### config.mk
export PLATFORM = sky130hd
export DESIGN_NAME = scpm_clock_power
export DESIGN_NICKNAME = d
export VERILOG_FILES = /design/src/design/scpm_pkg.sv /design/src/design/scpm_clock_power.sv
export VERILOG_INCLUDE_DIRS = /design/src /design/src/design
export SDC_FILE = /design/constraint.sdc
export NUM_CORES = 1
export LEC_CHECK = 0
export BUFFER_PORTS_ARGS = -buffer_cell sky130_fd_sc_hd__buf_2
export CORE_MARGIN = 2
export CORE_UTILIZATION = 55
export CTS_CLUSTER_DIAMETER = 200
export DETAILED_ROUTE_END_ITERATION = 8
export GPL_ROUTABILITY_DRIVEN = 0
export PLACE_DENSITY = 0.75
export SYNTH_ARGS = -nofsm -noshare
export SYNTH_HDL_FRONTEND = slang
export SYNTH_SLANG_ARGS = --single-unit
### constraint.sdc
create_clock -name core_clk -period 10.3 [get_ports core_clk]
set_input_delay 1.545 -clock core_clk [delete_from_list [all_inputs] [get_ports core_clk]]
set_output_delay 1.545 -clock core_clk [all_outputs]
set_load 0.01 [all_outputs]
### src/design/scpm_params.svh
// Register offsets, field positions, reset values and timing counts
`ifndef SCPM_PARAMS_SVH
`define SCPM_PARAMS_SVH
// Register indexes on the plain register port
`define SCPM_CLKCTL_OFS 2'h0
`define SCPM_FOC_OFS 2'h1
`define SCPM_WAKE_OFS 2'h2
`define SCPM_STAT_OFS 2'h3
// System clock control fields
`define SCPM_CKS_MSB 7
`define SCPM_CKS_LSB 5
`define SCPM_FIDLE_BIT 1
`define SCPM_SIDLE_BIT 0
// Fast oscillator control fields
`define SCPM_FSTAB_BIT 1
`define SCPM_FEN_BIT 0
// Reset values
`define SCPM_CKS_RST 3'h0
`define SCPM_FEN_RST 1'b1
`define SCPM_WAKE_RST 8'h00
// Select codes
`define SCPM_SEL_FAST 3'h0
`define SCPM_SEL_SUB 3'h7
// Periods in picoseconds, and derived cycle counts
`define SCPM_CORE_PERIOD_PS 5000
`define SCPM_FAST_PERIOD_PS 125000
`define SCPM_SLOW_PERIOD_PS 31250000
`define SCPM_FAST_DIV (`SCPM_FAST_PERIOD_PS / `SCPM_CORE_PERIOD_PS)
`define SCPM_SLOW_DIV (`SCPM_SLOW_PERIOD_PS / `SCPM_CORE_PERIOD_PS)
// Oscillator settle times in core cycles
`define SCPM_FAST_SETTLE 64
`define SCPM_SLOW_SETTLE 64
// Current-clock periods waited before a switch
`define SCPM_SW_WAIT 3'h4
`endif

### src/design/scpm_pkg.sv
// Types for the system clock and power mode controller
package scpm_pkg;
    typedef enum logic [2:0] {SCPM_FAST, SCPM_SLOW, SCPM_SLEEP, SCPM_IDLE0, SCPM_IDLE1, SCPM_IDLE2} scpm_mode_type;
    typedef enum logic {SCPM_RUN, SCPM_HALT} scpm_phase_type;
    typedef struct packed {
        logic [1:0] addr;
        logic [7:0] wdata;
        logic wr;
        logic rd;
    } scpm_bus_type;
    typedef struct packed {
        scpm_phase_type phase;
        scpm_mode_type mode;
        logic [2:0] cks;
        logic [2:0] sel;
        logic fast_idle;
        logic slow_idle;
        logic fen;
        logic [7:0] wake_en;
        logic [7:0] pa_s1;
        logic [7:0] pa_s2;
        logic [7:0] pa_s3;
        logic [4:0] fdiv;
        logic fon;
        logic [7:0] fsettle;
        logic fstable;
        logic [12:0] sdiv;
        logic son;
        logic [7:0] ssettle;
        logic sstable;
        logic [5:0] pre;
        logic [2:0] swcnt;
        logic sys_tick;
        logic fast_tick;
        logic sub_tick;
        logic cpu_run;
        logic pdf_set;
        logic to_clr;
        logic wdt_clr;
        logic [7:0] rdata;
    } scpm_state_type;
endpackage

### src/design/scpm_clock_power.sv
// System clock selection, oscillator control and power-down modes
`timescale 1ns/1ps
`default_nettype none
`include "scpm_params.svh"
// Operation
// - Select codes pick fast, divided, or sub-clock
// - Halt, both idle bits low: SLEEP
// - Halt, slow idle only: IDLE0
// - Halt, both idle bits high: IDLE1
// - Halt, fast idle only: IDLE2
// - Power-down halts CPU, sets flag, clears timeout
// - Power-down clears the watchdog counter
// - SLOW mode fast clock follows enable bit unless a switch away from sub-clock is pending
// - Stable flag clears, then rises when settled
// - Switch ends after four current clocks plus alignment
// - Switch to sub-clock waits slow oscillator stable
// - Unimplemented control bits read as zero
// - Wake on port edge, interrupt, watchdog overflow
module scpm_clock_power #(
    parameter int SLOW_DIV = `SCPM_SLOW_DIV
) (
    // Clock and reset
    input wire logic core_clk,
    input wire logic sys_rst,
    // Register port
    input wire scpm_pkg::scpm_bus_type bus_in,
    output logic [7:0] reg_rdata,
    // Core and wake-up sources
    input wire logic halt_req,
    input wire logic int_req,
    input wire logic wdt_overflow,
    input wire logic wdt_enabled,
    input wire logic [7:0] porta_pin,
    // Clock enables
    output logic sys_clk_en,
    output logic fast_clk_en,
    output logic sub_clk_en,
    output logic fast_osc_run,
    output logic slow_osc_run,
    // Core status
    output logic cpu_run,
    output logic power_down_flag_set,
    output logic watchdog_timeout_flag_clr,
    output logic watchdog_clr
);
    import scpm_pkg::*;

    scpm_state_type cur_reg;
    scpm_state_type cur_next;
    logic ftick;
    logic stick;
    logic tgt_tick;
    logic tgt_ok;
    logic wake;
    logic fon_want;
    logic son_want;
    logic fen_rise;

    // Tick for a select code; divided ticks align on prescaler wrap
    function automatic logic tick_of(input logic [2:0] code, input logic [5:0] pre, input logic ft,
                                     input logic st);
        logic [5:0] mask;
        mask = 6'((7'h1 << code) - 7'h1);
        if (code == `SCPM_SEL_SUB)
            tick_of = st;
        else
            tick_of = ft && ((pre & mask) == mask);
    endfunction

    // Next-state logic for the whole block
    always_comb
    begin
        cur_next = cur_reg;
        // Pulses default low
        cur_next.pdf_set = 1'b0;
        cur_next.to_clr = 1'b0;
        cur_next.wdt_clr = 1'b0;
        cur_next.rdata = 8'h00;

        // Port pins pass two flops before the edge detector
        cur_next.pa_s1 = porta_pin;
        cur_next.pa_s2 = cur_reg.pa_s1;
        cur_next.pa_s3 = cur_reg.pa_s2;
        wake = int_req || wdt_overflow || |(cur_reg.pa_s3 & ~cur_reg.pa_s2 & cur_reg.wake_en);

        // Register writes
        fen_rise = 1'b0;
        if (bus_in.wr)
        begin
            case (bus_in.addr)
                `SCPM_CLKCTL_OFS:
                begin
                    cur_next.cks = bus_in.wdata[`SCPM_CKS_MSB:`SCPM_CKS_LSB];
                    cur_next.fast_idle = bus_in.wdata[`SCPM_FIDLE_BIT];
                    cur_next.slow_idle = bus_in.wdata[`SCPM_SIDLE_BIT];
                    if (cur_next.cks != cur_reg.cks)
                        cur_next.swcnt = 3'h0; // Restart the wait on a new target
                end
                `SCPM_FOC_OFS:
                begin
                    cur_next.fen = bus_in.wdata[`SCPM_FEN_BIT];
                    fen_rise = bus_in.wdata[`SCPM_FEN_BIT] && !cur_reg.fen;
                end
                `SCPM_WAKE_OFS:
                    cur_next.wake_en = bus_in.wdata;
                default:
                    cur_next.wake_en = cur_reg.wake_en; // Status is read-only
            endcase
        end

        // Register reads, answered one cycle later
        if (bus_in.rd)
        begin
            case (bus_in.addr)
                `SCPM_CLKCTL_OFS:
                    cur_next.rdata = {cur_reg.cks, 3'h0, cur_reg.fast_idle, cur_reg.slow_idle};
                `SCPM_FOC_OFS:
                    cur_next.rdata = {6'h00, cur_reg.fstable, cur_reg.fen};
                `SCPM_WAKE_OFS:
                    cur_next.rdata = cur_reg.wake_en;
                default:
                    cur_next.rdata = {3'h0, cur_reg.sstable, (cur_reg.cks != cur_reg.sel), 3'(cur_reg.mode)};
            endcase
        end

        // Run/halt sequencing
        case (cur_reg.phase)
            SCPM_RUN:
                if (halt_req)
                begin
                    cur_next.phase = SCPM_HALT;
                    cur_next.pdf_set = 1'b1;
                    cur_next.to_clr = 1'b1;
                    cur_next.wdt_clr = 1'b1;
                end
            SCPM_HALT:
                if (wake)
                    cur_next.phase = SCPM_RUN;
            default:
                cur_next.phase = SCPM_RUN;
        endcase

        // Operating mode from phase and idle bits
        if (cur_next.phase == SCPM_RUN)
            cur_next.mode = (cur_reg.sel == `SCPM_SEL_SUB) ? SCPM_SLOW : SCPM_FAST;
        else
        begin
            case ({cur_next.fast_idle, cur_next.slow_idle})
                2'b00: cur_next.mode = SCPM_SLEEP;
                2'b01: cur_next.mode = SCPM_IDLE0;
                2'b11: cur_next.mode = SCPM_IDLE1;
                default: cur_next.mode = SCPM_IDLE2;
            endcase
        end

        // Fast oscillator: runs unless no mode needs it
        if (cur_next.phase == SCPM_HALT)
            fon_want = cur_next.fast_idle;
        else
            fon_want = cur_reg.fen || cur_reg.sel != `SCPM_SEL_SUB || cur_reg.cks != `SCPM_SEL_SUB;
        cur_next.fon = fon_want;
        if (!fon_want || fen_rise || !cur_reg.fon)
        begin
            cur_next.fsettle = 8'h00;
            cur_next.fstable = 1'b0;
        end
        else if (cur_reg.fsettle == 8'(`SCPM_FAST_SETTLE - 1))
            cur_next.fstable = 1'b1;
        else
            cur_next.fsettle = cur_reg.fsettle + 8'h01;

        // Slow oscillator: stops only in SLEEP without the watchdog
        son_want = !(cur_next.mode == SCPM_SLEEP && !wdt_enabled);
        cur_next.son = son_want;
        if (!son_want || !cur_reg.son)
        begin
            cur_next.ssettle = 8'h00;
            cur_next.sstable = 1'b0;
        end
        else if (cur_reg.ssettle == 8'(`SCPM_SLOW_SETTLE - 1))
            cur_next.sstable = 1'b1;
        else
            cur_next.ssettle = cur_reg.ssettle + 8'h01;

        // Oscillator dividers; ticks only once settled
        ftick = cur_reg.fstable && cur_reg.fdiv == 5'(`SCPM_FAST_DIV - 1);
        stick = cur_reg.sstable && cur_reg.sdiv == 13'(SLOW_DIV - 1);
        cur_next.fdiv = (!cur_reg.fon || ftick) ? 5'h00 : cur_reg.fdiv + 5'h01;
        cur_next.sdiv = (!cur_reg.son || stick) ? 13'h0000 : cur_reg.sdiv + 13'h0001;
        if (ftick)
            cur_next.pre = cur_reg.pre + 6'h01;

        // Source switch: count current ticks, then land on a target tick
        tgt_tick = tick_of(cur_reg.cks, cur_reg.pre, ftick, stick);
        tgt_ok = (cur_reg.cks == `SCPM_SEL_SUB) ? cur_reg.sstable : cur_reg.fstable;
        if (cur_reg.cks != cur_reg.sel && cur_next.cks == cur_reg.cks)
        begin
            if (cur_reg.swcnt != `SCPM_SW_WAIT)
            begin
                if (cur_reg.sys_tick)
                    cur_next.swcnt = cur_reg.swcnt + 3'h1;
            end
            else if (tgt_tick && tgt_ok)
            begin
                cur_next.sel = cur_reg.cks;
                cur_next.swcnt = 3'h0;
            end
        end
        // Run mode follows the source in use after this edge, so status agrees with the pending bit
        if (cur_next.phase == SCPM_RUN)
            cur_next.mode = (cur_next.sel == `SCPM_SEL_SUB) ? SCPM_SLOW : SCPM_FAST;

        // Clock enables from the source in use after this edge
        cur_next.sys_tick = (cur_next.phase == SCPM_RUN) && tick_of(cur_next.sel, cur_reg.pre, ftick, stick);
        cur_next.fast_tick = ftick && cur_next.fon;
        cur_next.sub_tick = stick && !(cur_next.phase == SCPM_HALT && !cur_next.slow_idle);
        cur_next.cpu_run = (cur_next.phase == SCPM_RUN);
    end

    // State register
    always_ff @(posedge core_clk)
    begin
        if (sys_rst)
        begin
            cur_reg <= '0;
            cur_reg.phase <= SCPM_RUN;
            cur_reg.mode <= SCPM_FAST;
            cur_reg.cks <= `SCPM_CKS_RST;
            cur_reg.sel <= `SCPM_CKS_RST;
            cur_reg.fen <= `SCPM_FEN_RST;
            cur_reg.wake_en <= `SCPM_WAKE_RST;
            cur_reg.cpu_run <= 1'b1;
        end
        else
            cur_reg <= cur_next;
    end

    // Outputs straight from the state register
    assign reg_rdata = cur_reg.rdata;
    assign sys_clk_en = cur_reg.sys_tick;
    assign fast_clk_en = cur_reg.fast_tick;
    assign sub_clk_en = cur_reg.sub_tick;
    assign fast_osc_run = cur_reg.fon;
    assign slow_osc_run = cur_reg.son;
    assign cpu_run = cur_reg.cpu_run;
    assign power_down_flag_set = cur_reg.pdf_set;
    assign watchdog_timeout_flag_clr = cur_reg.to_clr;
    assign watchdog_clr = cur_reg.wdt_clr;
endmodule
`default_nettype wire

==> results by group <==
CTS
  – Clk root buf: clkbuf_8
  – Clock sinks: 105
  – Worst-path clk slew: 0.10 ns
  – Clock Path Buffers: 2
  – Post-CTS Resized: 0
  – Cts bufs inserted: 9
  – TritonCTS clock tree: built
  – Clock latency on the worst-skew pair: 0.37 ns
  – Cts hold-fix bufs: 0
  – H-tree levels: 3
  – Setup bufs post-CTS: 0

Yosys
  – Mapped cell area: 4680 µm²
  – Post-synthesis register bit count: 105
  – Main synth FF type: dfxtp_1
  – Mapped Cells: 504
  – Number of synthesized flops with an enable pin: 0
  – Syn. warnings: 0
  – Sequential share of the synthesized area: 44.9%
  – Library cells used by synthesis: 63
  – Syn_nets: 545
  – Share of flip-flops with an asynchronous set or reset: 0%
  – Avg Cell Area, Syn: 9.28 µm²

Critical path
  – Crit path launch type: input pin
  – CP bufs+invs: 1
  – Critical Path Source: bus_in[10]
  – CP delay by family, top: compound AO/OA/AOI/OAI gates
  – WP data required: 10.62 ns
  – Setup Crit Path Kind: in2reg
  – R2R depth: 15
  – Crit path depth: 14
  – Critical Path Max Stage Delay: 0.46 ns
  – Cell mode on critical path: o21ai_0
  – Slowest stage cell on the critical path: nor3b_4
  – Crit Path Max Fanout: 11
  – R2R Path Start: cur_reg[102]
  – CP cell instances: buf_2 > nor3b_4 > o31ai_4 > nand3_1 > or2_1 > o21a_1 > a21oi_1 > ha_1 > o21ai_0 > nor3_1 > o31a_1 > o21ai_0 > a2111oi_0 > a31o_1
  – CP endpoint kind: flip-flop
  – Critical path data arrival time: 4.45 ns

Power
  – Clk pwr share: 34.7%
  – Power Dens Cells: 144 nW/µm²
  – Leakage: 1.96 nW
  – Sw power: 172 µW
  – VDD IR-drop max: 0.0000852 V
  – Internal power: 548 µW
  – Combinational power share: 6.6%
  – Switching share of power: 23.9%
  – Sequential power share: 58.7%

Final layout
  – Share of cells above drive strength 1: 14.1%
  – Max reg flops: 74
  – Area Overhead vs Synth: 7.30%
  – Fin cells: 637
  – Fin area: 5020 µm²
  – Filler cell count: 719
  – Fin nets: 567

Min path
  – Worst Hold Launch: cur_next[72]
  – Min-Delay Path Depth: 1
  – Hold/Removal Path Class: reg2reg

STA
  – Worst-Margin Slew: 1.23 ns
  – Final period util: 40.1%
  – Slew Viols, Final: 0
  – Fin. Hold Viols: 0
  – Final min period: 4.13 ns
  – RSZ-0062 raised after global routing: false
  – Clk_skew: 0.00795 ns
  – Final setup TNS: 0 ns
  – F_max: 0.242 GHz
  – # setup viols final: 0
  – Normalized max-slew margin: 16.6%

Detailed routing
  – ANT nets after route: 0
  – DRT Pass-1 Iters: 4
  – DRC Markers: 0
  – Vias per std cell: 5.31
  – Via count: 3,381
  – 1st-iter DRT viols: 189
  – Routed WL per cell: 13.8 µm
  – Routed WL: 8810 µm

Global route
  – GRT Total Usage: 20.2%
  – Initial antenna violation count: 1
  – First-pass GRT wire length: 14,500 µm
  – GRT overflow: 0
  – Pin count of the biggest net entering global routing: 55
  – Vias in the first global route: 3,112

Floorplanning
  – Std-Cell Rows: 33
  – Die outline area: 9260 µm²
  – Core area: 8220 µm²
  – Horiz. Die Dim: 96.2 µm
  – Die height: 96.2 µm
  – IO Pins: 43
  – Starting Density: 56.9%

Placement
  – Cell Area, Placed: 4820 µm²
  – Placed insts: 620
  – I/O Buffers: 42
  – Detailed Place HPWL: 6400 µm

Run status
  – Status: complete, no violations

Flow run
  – MaxCap Viol Count: 0
==> routing by layer <==
metal | global-route usage (%) | share of wire [%] | up-vias
li1 | - | - | 1749
met1 | 26.1 | 47 | 1555
met2 | 32.0 | 46 | 63
met3 | 6.58 | 5.5 | 14
met4 | 6.31 | 1.5 | 0
met5 | 0 | 0 | -
==> cell usage after synthesis, drive strengths merged, types with 2 or more instances <==
cell type    n  area [µm²]
nor4b        2        17.5
a21oi       15        82.6
nor3        15        91.3
buf         19         144
o31ai        3        36.3
mux2         3        33.8
nand4       13        81.3
xor2        19         166
o21ai        8        40.0
clkbuf      13        60.1
nand2       27         101
ha          15         188
nand2b       5        31.3
inv         18        67.6
nand3       23         115
a2111oi      2        23.8
o2111ai      3        26.3
o211ai       4        30.0
and4         2        17.5
nor2b       29         181
nor3b        3        33.8
nor2        78         295
a211oi       2        15.0
and2         5        31.3
dfxtp      105        2100
xnor2       16         140
nand3b      10        75.1
and3         3        18.8
or3b         2        17.5
mux4         3        67.6
mux2i       20         200
or3          4        25.0
==> layout make-up <==
class | count | area (µm²) | share of cell area [%]
Clock inverter | 6 | 66.3 | 1.32
Tap cell | 105 | 131 | 2.62
Timing Repair Buffer | 43 | 218 | 4.34
Antenna cell | 1 | 2.50 | 0.0499
Sequential cell | 105 | 2100 | 41.9
Inverter | 18 | 67.6 | 1.35
Clock buffer | 10 | 128 | 2.54
Multi-Input combinational cell | 349 | 2300 | 45.9
==> power groups by stage <==
| stage | Combinational (mW) | Clock [mW] | Sequential (mW) |
|---|---|---|---|
| after floorplan | 0.0369 | 0 | 0.429 |
| after global placement | 0.0464 | 0 | 0.432 |
| after global routing | 0.0536 | 0.274 | 0.424 |
| after CTS | 0.0481 | 0.258 | 0.423 |
| final | 0.0478 | 0.250 | 0.423 |
| after detailed placement | 0.0476 | 0 | 0.432 |
==> cells by family (layout without fill, tap and decap cells) <==
| family | Yosys count | after routing | share of synthesized area (%) |
|---|---|---|---|
| AND/OR/NAND/NOR | 226 | 226 | 25.1 |
| flip-flops | 105 | 105 | 44.9 |
| buffers and inverters | 50 | 77 | 5.80 |
| AO/OA/AOI/OAI | 47 | 47 | 7.19 |
| XOR/XNOR | 35 | 35 | 6.55 |
| multiplexers | 26 | 26 | 6.45 |
| adder cells (fa/ha/maj) | 15 | 15 | 4.01 |
| other | 0 | 1 | 0 |
==> cell usage in the layout, fill, tap and decap left out, types with 7 or more instances in the layout <==
cell type	instances
nand3b_1	10
inv_1	17
nand2_1	27
nor2b_1	29
xnor2_1	16
nor3_1	13
ha_1	15
nand3_1	23
nor2_1	77
a21oi_1	13
o21ai_0	7
mux2i_1	20
xor2_1	19
dfxtp_1	105
buf_2	42
nand4_1	13
clkbuf_8	9
==> stage by stage <==
stage | util [%] | hold slack [ns] | total power [mW] | worst slack, ns
after global routing | 61.1 | 0.464 | 0.752 | 5.83
after global placement | 58.7 | 0.424 | 0.479 | 5.96
after detailed placement | 58.7 | 0.425 | 0.480 | 5.77
after CTS | 61.1 | 0.454 | 0.729 | 6.12
after floorplan | - | 0.414 | 0.466 | 6.33
final | 61.1 | 0.449 | 0.721 | 6.17
==> worst register-to-register path, delay by kind of cell, from the launching register on <==
kind	cells	cell delay, ns
AOI/OAI and AO/OA	9	1.73
and+or+nand+nor	3	1.07
adders and majority gates	2	0.58
DFF	1	0.55
buffers and inverters	1	0.07
==> worst paths after layout <==
kind	end	slack (ns)
max	sys_clk_en	6.17
min	cur_next[64]	0.45
min reg2reg	cur_next[64]	0.45
max reg2reg	sys_clk_en	6.24
(Power assumes the default switching activity.)
